$ cat src/shp_pkg.sv
// package: constants and types of the serial host port
// Operation
// - A low chip select level at cold start selects the spi mode, and the pin then acts as chip select.
// - A chip select tied high at cold start selects the i2c mode, and the pin does nothing else.
// - In i2c mode the clock pin carries scl and the data output pin carries sda; here sda_in is tied high and the data output is not driven.
// - In i2c mode the board straps the data input pin, and its level picks one of two bus addresses.
// - The chip select level is sampled and held during cold start initialization, before the port starts.
// - The chip select pin has a weak pull-down, so an unpowered host leads to spi mode.
// - Each spi frame is 32 bits: direction bit, 6 address bits, one null bit, 24 data bits.
// - The port decodes 64 addresses of 24 data bits, and not every address need exist.
// - The direction bit comes first (one writes, zero reads), the address is msb first, and a read changes nothing.
// - Input bits are sampled on the rising clock edge and the 24 output bits change on the falling edge.
// - A write commits at the falling edge of the 32nd clock, and the frame shifts out the old data of that address.
// - Chip select is active high for the whole frame, must toggle between frames, and the output floats while it is low.
package shp_pkg;
	localparam int SHP_FRAME_BITS = 32;
	localparam int SHP_ADDR_BITS = 6;
	localparam int SHP_DATA_BITS = 24;
	localparam int SHP_REG_COUNT = 64;
	localparam logic [5:0] SHP_ADDR_END = 6'h07;
	localparam logic [5:0] SHP_DATA_START = 6'h08;
	localparam logic [5:0] SHP_LAST_BIT = 6'h1F;
	localparam logic [6:0] SHP_I2C_ADDR_BASE = 7'h08;
	localparam logic [SHP_DATA_BITS-1:0] SHP_REG_RESET = 24'h000000;
	localparam logic SHP_MODE_SPI = 1'b0;
	localparam logic SHP_MODE_I2C = 1'b1;

	typedef enum logic [2:0] {
		SHP_ST_INIT = 3'b001,
		SHP_ST_SPI = 3'b010,
		SHP_ST_I2C = 3'b100
	} shp_state_t;
endpackage

$ cat src/shp_sync_if.sv
// interface: synchronised pin levels and edges between the port modules
`timescale 1ns/1ps
interface shp_sync_if;
	logic sclk;
	logic sclk_rise;
	logic sclk_fall;
	logic cs;
	logic cs_fall;
	logic mosi;
	modport src (output sclk, sclk_rise, sclk_fall, cs, cs_fall, mosi);
	modport dst (input sclk, sclk_rise, sclk_fall, cs, cs_fall, mosi);
endinterface

$ cat src/shp_port.sv
// module: spi register port with cold-start mode strap
`timescale 1ns/1ps
module shp_port
	import shp_pkg::*;
#(
	parameter int DATA_BITS = SHP_DATA_BITS,
	parameter int REG_COUNT = SHP_REG_COUNT
) (
	input wire logic clk_sys,
	input wire logic rst,
	input wire logic clk_en,
	input wire logic init_phase,
	input wire logic sclk_pin,
	input wire logic cs_pin,
	input wire logic mosi_pin,
	output logic miso_out,
	output logic miso_oe,
	output logic cs_pulldown_en,
	output logic i2c_mode,
	output logic i2c_addr_lsb,
	output logic [6:0] i2c_bus_addr,
	output logic scl_in,
	output logic sda_in,
	output logic port_active,
	output logic wr_strobe,
	output logic [5:0] wr_addr,
	output logic [DATA_BITS-1:0] wr_data
);
	////////////////////////////////////////////////////////////////////////////////
	typedef struct packed {
		shp_state_t state;
		logic mode;
		logic addr_lsb;
		logic [5:0] bit_cnt;
		logic frame_done;
		logic is_write;
		logic [5:0] addr;
		logic [DATA_BITS-1:0] rx;
		logic [DATA_BITS-1:0] tx;
		logic miso;
		logic wr_stb;
		logic [5:0] wr_a;
		logic [DATA_BITS-1:0] wr_d;
	} shp_port_state_t;

	shp_port_state_t st_reg;
	shp_port_state_t st_next;
	logic [DATA_BITS-1:0] regs_mem [REG_COUNT];
	// where in the frame the next rising edge falls
	typedef enum logic [1:0] {
		SHP_F_DIR = 2'h0,
		SHP_F_ADDR = 2'h1,
		SHP_F_NULL = 2'h2,
		SHP_F_DATA = 2'h3
	} shp_field_t;

	logic commit;
	logic [6:0] addr_shift;
	logic [5:0] cnt_end;
	shp_field_t rise_field;
	logic fall_drive;
	logic fall_last;

	shp_sync_if sy();

	shp_pin_sync u_sync (
		.clk_sys(clk_sys),
		.rst(rst),
		.clk_en(clk_en),
		.sclk_pin(sclk_pin),
		.cs_pin(cs_pin),
		.mosi_pin(mosi_pin),
		.sy(sy)
	);

	////////////////////////////////////////////////////////////////////////////////
	// bit class from the count of rises seen so far
	function automatic shp_field_t shp_field(input logic [5:0] cnt);
		shp_field_t f;
		if (cnt == 6'h00) begin
			f = SHP_F_DIR;
		end else if (cnt < SHP_ADDR_END) begin
			f = SHP_F_ADDR;
		end else if (cnt == SHP_ADDR_END) begin
			f = SHP_F_NULL;
		end else begin
			f = SHP_F_DATA;
		end
		return f;
	endfunction

	// a fall before a data-phase rise moves the next output bit
	function automatic logic shp_drives(input logic [5:0] cnt, input logic [5:0] last);
		logic d;
		d = 1'b0;
		if (shp_field(cnt) == SHP_F_DATA) begin
			d = (cnt != last);
		end
		return d;
	endfunction

	////////////////////////////////////////////////////////////////////////////////
	always_comb begin
		st_next = st_reg;
		st_next.wr_stb = 1'b0;
		commit = 1'b0;
		addr_shift = {st_reg.addr, sy.mosi};
		cnt_end = SHP_LAST_BIT + 6'h01;
		rise_field = shp_field(st_reg.bit_cnt);
		fall_drive = shp_drives(st_reg.bit_cnt, cnt_end);
		fall_last = (st_reg.bit_cnt == cnt_end);
		case (st_reg.state)
			SHP_ST_INIT: begin
				// strap followed while init runs, frozen at its end
				// init must outlast the two-flop lag by a cycle or two
				if (init_phase) begin
					st_next.mode = sy.cs ? SHP_MODE_I2C : SHP_MODE_SPI;
					st_next.addr_lsb = sy.mosi;
				end else if (st_reg.mode == SHP_MODE_I2C) begin
					st_next.state = SHP_ST_I2C;
				end else begin
					st_next.state = SHP_ST_SPI;
				end
			end
			SHP_ST_SPI: begin
				if (!sy.cs) begin
					// partial frame dropped, toggle re-arms
					st_next.bit_cnt = '0;
					st_next.frame_done = 1'b0;
				end else if (!st_reg.frame_done) begin
					if (sy.sclk_rise && !fall_last) begin
						case (rise_field)
							SHP_F_DIR: begin
								st_next.is_write = sy.mosi;
							end
							SHP_F_ADDR: begin
								st_next.addr = addr_shift[5:0];
							end
							SHP_F_NULL: begin
								// null bit gives the lookup a whole bit time
								st_next.tx = regs_mem[st_reg.addr];
							end
							default: begin
								st_next.rx = {st_reg.rx[DATA_BITS-2:0], sy.mosi};
							end
						endcase
						st_next.bit_cnt = st_reg.bit_cnt + 6'h01;
					end
					if (sy.sclk_fall && fall_drive) begin
						st_next.miso = st_reg.tx[DATA_BITS-1];
						st_next.tx = {st_reg.tx[DATA_BITS-2:0], 1'b0};
					end
					if (sy.sclk_fall && fall_last) begin
						// once per frame; a read leaves the map alone
						st_next.frame_done = 1'b1;
						st_next.miso = 1'b0;
						if (st_reg.is_write) begin
							commit = 1'b1;
							st_next.wr_stb = 1'b1;
							st_next.wr_a = st_reg.addr;
							st_next.wr_d = st_reg.rx;
						end
					end
				end
			end
			SHP_ST_I2C: begin
				// bus engine sits outside; only the strap is kept here
				st_next.bit_cnt = '0;
			end
			default: begin
				st_next.state = SHP_ST_INIT;
			end
		endcase
	end

	////////////////////////////////////////////////////////////////////////////////
	always_ff @(posedge clk_sys) begin
		if (rst) begin
			st_reg <= '0;
			st_reg.state <= SHP_ST_INIT;
		end else if (clk_en) begin
			st_reg <= st_next;
		end
	end

	// whole map kept: simpler than decoding a sparse set
	always_ff @(posedge clk_sys) begin
		if (rst) begin
			for (int i = 0; i < REG_COUNT; i++) begin
				regs_mem[i] <= DATA_BITS'(SHP_REG_RESET);
			end
		end else if (clk_en && commit) begin
			regs_mem[st_reg.addr] <= st_reg.rx;
		end
	end

	////////////////////////////////////////////////////////////////////////////////
	assign port_active = (st_reg.state == SHP_ST_SPI) || (st_reg.state == SHP_ST_I2C);
	assign i2c_mode = (st_reg.state == SHP_ST_I2C);

	assign i2c_addr_lsb = st_reg.addr_lsb;
	assign i2c_bus_addr = {SHP_I2C_ADDR_BASE[6:1], st_reg.addr_lsb};

	// weak pull-down stays on until the port enters i2c mode at the end of init
	assign cs_pulldown_en = (st_reg.state != SHP_ST_I2C);

	// clock pin reused as scl
	assign scl_in = i2c_mode ? sy.sclk : 1'b1;
	// no sda receive path at this level, released line reads high
	assign sda_in = 1'b1;

	// floats while chip select is low
	assign miso_oe = (st_reg.state == SHP_ST_SPI) && sy.cs;
	assign miso_out = st_reg.miso;

	assign wr_strobe = st_reg.wr_stb;
	assign wr_addr = st_reg.wr_a;
	assign wr_data = st_reg.wr_d;
endmodule

$ cat src/shp_pin_sync.sv
// module: two-flop synchronisers and edge finders for the port pins
`timescale 1ns/1ps
module shp_pin_sync
	import shp_pkg::*;
(
	input wire logic clk_sys,
	input wire logic rst,
	input wire logic clk_en,
	input wire logic sclk_pin,
	input wire logic cs_pin,
	input wire logic mosi_pin,
	shp_sync_if.src sy
);
	typedef struct packed {
		logic [2:0] meta;
		logic [2:0] stab;
		logic [1:0] prev;
	} shp_sync_state_t;

	shp_sync_state_t st_reg;
	shp_sync_state_t st_next;

	always_comb begin
		st_next = st_reg;
		st_next.meta = {sclk_pin, cs_pin, mosi_pin};
		st_next.stab = st_reg.meta;
		st_next.prev = st_reg.stab[2:1];
	end

	always_ff @(posedge clk_sys) begin
		if (rst) begin
			st_reg <= '0;
		end else if (clk_en) begin
			st_reg <= st_next;
		end
	end

	// edges only from stable copies, never the first flop
	assign sy.sclk = st_reg.stab[2];
	assign sy.cs = st_reg.stab[1];
	assign sy.mosi = st_reg.stab[0];
	assign sy.sclk_rise = clk_en & st_reg.stab[2] & ~st_reg.prev[1];
	assign sy.sclk_fall = clk_en & ~st_reg.stab[2] & st_reg.prev[1];
	assign sy.cs_fall = clk_en & ~st_reg.stab[1] & st_reg.prev[0];
endmodule

$ cat config.mk
export PLATFORM = sky130hd
export DESIGN_NAME = shp_port
export DESIGN_NICKNAME = d
export VERILOG_FILES = /design/src/shp_pkg.sv /design/src/shp_sync_if.sv /design/src/shp_port.sv /design/src/shp_pin_sync.sv
export SDC_FILE = /design/constraint.sdc
export NUM_CORES = 2
export LEC_CHECK = 0
export ABC_AREA = 0
export BUFFER_PORTS_ARGS = -buffer_cell sky130_fd_sc_hd__buf_2
export CELL_PAD_IN_SITES_DETAIL_PLACEMENT = 1
export CELL_PAD_IN_SITES_GLOBAL_PLACEMENT = 1
export CORE_UTILIZATION = 30
export DETAILED_ROUTE_END_ITERATION = 8
export GPL_ROUTABILITY_DRIVEN = 1
export PLACE_DENSITY_LB_ADDON = 0.3
export SLEW_MARGIN = 20
export SYNTH_ARGS = -nofsm -noshare
export SYNTH_HDL_FRONTEND = slang
export SYNTH_SLANG_ARGS = --single-unit
$ cat constraint.sdc
create_clock -name clk_sys -period 4.21 [get_ports clk_sys]
set_clock_uncertainty 0.15 [all_clocks]
set_input_delay 0.421 -clock clk_sys [delete_from_list [all_inputs] [get_ports clk_sys]]
set_output_delay 0.421 -clock clk_sys [all_outputs]
set_load 0.02 [all_outputs]
==> flow_results.org <==
** Floorplanning
- Total die area :: 251300 µm²
- I/O pin total :: 53
- The core region is 246800 µm².
- Effective utilization at floorplan :: 30.29%
- Die X :: 501.3 µm
- Placement Rows :: 182
- In this run the vertical extent of the chip is 501.3 µm.

** Clocking
- TritonCTS built the clock tree.
- Total clock sinks :: 1648
- Buffers added to address setup during post-CTS repair amount to 0.
- Clock-pin slew was measured on the worst setup and hold paths at 0.06 ns.
- Clock buffer depth :: 3
- The H-tree was split into 4 levels.
- Cell at the root of the clock tree :: sky130_fd_sc_hd__clkbuf_16
- The clock reaches the later pin of the worst-skew pair after 0.83 ns.
- Number of CTS-inserted buffers :: 179

** Setup path
- STA classifies the critical path startpoint as a register.
- CP Buf/Inv Count :: 2
- Data required time of the critical path :: 4.52 ns
- Largest stage delay on the critical path :: 0.61 ns
- Dominant delay contributor by cell family on the critical path :: simple AND/OR/NAND/NOR gates
- Worst Setup End Kind :: register
- The slowest stage of the critical path is the sky130_fd_sc_hd__or2_2 cell.
- Worst-path cell chain :: nand2b_1 > or3b_1 > inv_2 > nand3b_4 > nor4_4 > nand2_2 > buf_4 > nor2_1 > or2_2
- Arrival time worst endpoint :: 4.14 ns
- Kind of critical path :: reg -> reg
- In this run the worst path has a maximum fanout of 24.

** Drt
- Vias per inst :: 5.008
- After detailed routing, the number of remaining DRC violations is 0.
- Before antenna repair, the detailed router went through 8 iterations.
- The detail route stage leaves a number of antenna-violating nets equal to 0.
- Summing over every cut layer, the via total after detailed routing is 43110.
- The routed design has 236.5 mm of wire.
- Initial DRC Count :: 4176
- Routed length per instance :: 27.47 µm

** Yosys
- The synthesized netlist devotes 0.03346% of its cell area to adder and majority cells.
- In the synthesized netlist, the cells that appear most often are sky130_fd_sc_hd__and2_1 (1537), sky130_fd_sc_hd__edfxtp_1 (1536), sky130_fd_sc_hd__clkbuf_1 (439), sky130_fd_sc_hd__mux2i_1 (325), sky130_fd_sc_hd__mux4_2 (240).
- Yosys warns :: 0
- Summing the areas of all and, or, nand and nor instances in the mapped netlist gives 16.45% of the synthesized area.
- Counting flops and latches in the post-synthesis netlist gives 1648.
- By instance count, the leading cell after synthesis is sky130_fd_sc_hd__and2_1.
- After Yosys synthesis, XOR and XNOR cells account for 0.05856% of the synthesized area.
- Synth area leader :: sky130_fd_sc_hd__edfxtp_1
- Compound-Gate Fraction of Synth Area :: 3.432%
- Mux contribution to synthesized area :: 12.30%
- Of all flip-flops after synthesis, the portion carrying an async set or reset was 0%.
- Post-Syn Instances :: 5224
- Leading cell types by total area after synthesis :: sky130_fd_sc_hd__edfxtp_1 (62%), sky130_fd_sc_hd__and2_1 (13%), sky130_fd_sc_hd__mux4_2 (7.2%), sky130_fd_sc_hd__mux2i_1 (4.4%), sky130_fd_sc_hd__dfxtp_1 (3.0%)
- Sequential area share after synthesis :: 64.68%
- Prevailing post-synth register cell :: sky130_fd_sc_hd__edfxtp_1
- Average footprint of a synthesized cell :: 14.31 µm²
- Syn Std Cell Area :: 74780 µm²
- In this run the biggest area consumer among cell types represents 61.68% of the synthesized area.
- The netlist uses 53 different library cells.
- Yosys mapped a number of flops with a built-in enable equal to 1536.
- After synthesis, the largest family of logic cells by area is simple AND/OR/NAND/NOR gates.

** STA
- In the finished design, the share of the clock period the worst path needs comes to 91.00%.
- On the final layout, the worst hold slack is 0.2986 ns.
- In this run the tightest slew margin relative to its limit is 21.74%.
- Final hold violation count :: 0
- Setup repair after global routing left no endpoint under its margin.
- Pins over their slew limit :: 0
- Actual transition at the worst max-transition pin :: 1.167 ns
- Setup violations remaining at the end of the flow were counted as 0.
- Timing would allow up to 0.2610 GHz.
- Shortest clock period the worst path allows after layout :: 3.831 ns

** Global route
- Pin count of the biggest net entering global routing :: 129
- Wire length of the first global-routing pass :: 337.0 mm
- Summed over all layers, the global routing overflow is 0.
- The number of global-route vias before repair is 44500.
- Antenna violations before repair :: 15
- All-layer global routing usage :: 18.68%

** Placed design
- Buffers placed on the I/O ports in this run total 45.
- Routability-driven placement finished with a final weighted congestion of 0.9071.
- Placed standard-cell area :: 79120 µm²
- HPWL after DPL :: 145.0 mm

** Pwr
- LEAKAGE :: 28.00 nW
- Worst IR Drop VDD :: 391.3 µV
- In this run the power density over the cells is 416.3 nW/µm².

** Layout
- The net count of the finished layout is 5155.
- Relative to the synthesized area, the layout overhead comes to 13.57%.
- Util after Layout :: 34.40%
- The post-route netlist has 17.49% of its cells at a drive strength greater than 1.
- Max reg flops :: 1536
- Final non-filler cell area :: 84930 µm²

** Job
- Number of max-capacitance violations reported :: 0

** Hold path
- The min-delay analysis places its worst path in the category reg -> reg.

** Outcome
- The flow ran to the end, and the final reports show no timing, DRC or antenna violations.
## layer usage
layer,routed length (µm),global-route usage (%),share of wire (%)
met5,0,0,0
met2,112900,30.53,48
met3,11120,2.322,4.7
met4,7089,5.903,3.0
met1,105400,25.70,45
## stage by stage
stage	std cells	setup TNS (ns)	power (W)	worst slack (ns)
after global routing	8605	0	0.03629	0.2242
final	8608	0	0.03536	0.3790
after global placement	8268	-30.51	0.02010	-0.3142
after detailed placement	8268	-22.09	0.02016	-0.2368
after CTS	8605	0	0.03567	0.1480
after floorplan	5229	0	0.01967	1.224
## tightest hold or removal path: stages, from the launching register on
cell and delay [ns]:
sky130_fd_sc_hd__dfxtp_1 0.30, sky130_fd_sc_hd__nand2_1 0.05, sky130_fd_sc_hd__a21oi_1 0.05
## kinds of logic after synthesis
| kind of cell | after synthesis |
|---|---|
| flops | 1648 |
| simple gates | 2040 |
| buf+inv | 551 |
| fa+ha+maj | 2 |
| other cells | 2 |
| compound gates | 363 |
| xor+xnor | 5 |
| mux | 613 |
## area by class of cell
type | instances | area, µm²
fill | 25610 | 161900
antenna | 3 | 7.507
clock buffer | 229 | 4853
clock inverter | 99 | 845.8
tap | 3312 | 4144
timing repair buffer | 281 | 2338
multi-input combinational | 3030 | 24250
inverter | 6 | 22.52
sequential | 1648 | 48460
## repair_timing
| action | in CTS | in global routing |
|---|---|---|
| pin swaps | 0 | 0 |
| hold buffers | 9 | 0 |
| gates cloned | 0 | 0 |
| hold endpoints to repair | 13 | 0 |
| setup endpoints to repair | 192 | 3 |
| resized for setup | 1 | 1 |
## cells in the final DEF, fill, tap and decap left out, types with 12 or more instances in the layout
master / n
sky130_fd_sc_hd__a221oi_1: 48
sky130_fd_sc_hd__buf_2: 44
sky130_fd_sc_hd__clkbuf_1: 37
sky130_fd_sc_hd__a22o_1: 48
sky130_fd_sc_hd__a22oi_1: 48
sky130_fd_sc_hd__a21oi_1: 87
sky130_fd_sc_hd__clkbuf_16: 184
sky130_fd_sc_hd__bufinv_16: 12
sky130_fd_sc_hd__buf_4: 202
sky130_fd_sc_hd__nand2b_1: 34
sky130_fd_sc_hd__and2_1: 1536
sky130_fd_sc_hd__nor4_1: 48
sky130_fd_sc_hd__dfxtp_4: 24
sky130_fd_sc_hd__a211oi_1: 72
sky130_fd_sc_hd__o22ai_1: 48
sky130_fd_sc_hd__or3_1: 25
sky130_fd_sc_hd__clkinv_1: 41
sky130_fd_sc_hd__nand2_1: 76
sky130_fd_sc_hd__or2_2: 66
sky130_fd_sc_hd__buf_12: 25
sky130_fd_sc_hd__nor2b_1: 74
sky130_fd_sc_hd__dfxtp_1: 85
sky130_fd_sc_hd__edfxtp_1: 1536
sky130_fd_sc_hd__nand3_1: 30
sky130_fd_sc_hd__mux2i_1: 325
sky130_fd_sc_hd__clkinv_2: 32
sky130_fd_sc_hd__mux4_2: 240
sky130_fd_sc_hd__mux2_2: 48
sky130_fd_sc_hd__nor2_1: 110
## power by group
group,switching [W],internal (W),leakage (nW)
clock,0.00670,0.00886,2.79
sequential,0.000217,0.0186,15.5
combinational,0.000662,0.000329,9.71
total,0.00758,0.0278,28.0
## final timing paths
path | start | slack (ns) | cells past startpoint | end
min reg2reg | wr_data[11] | 0.30 | 2 | wr_data[11]
min | wr_data[11] | 0.30 | 2 | wr_data[11]
max reg2reg | st_reg[97] | 0.38 | 9 | regs_mem[50][15]
max | st_reg[97] | 0.38 | 9 | regs_mem[50][15]
Power figures use the tool's default switching activity.
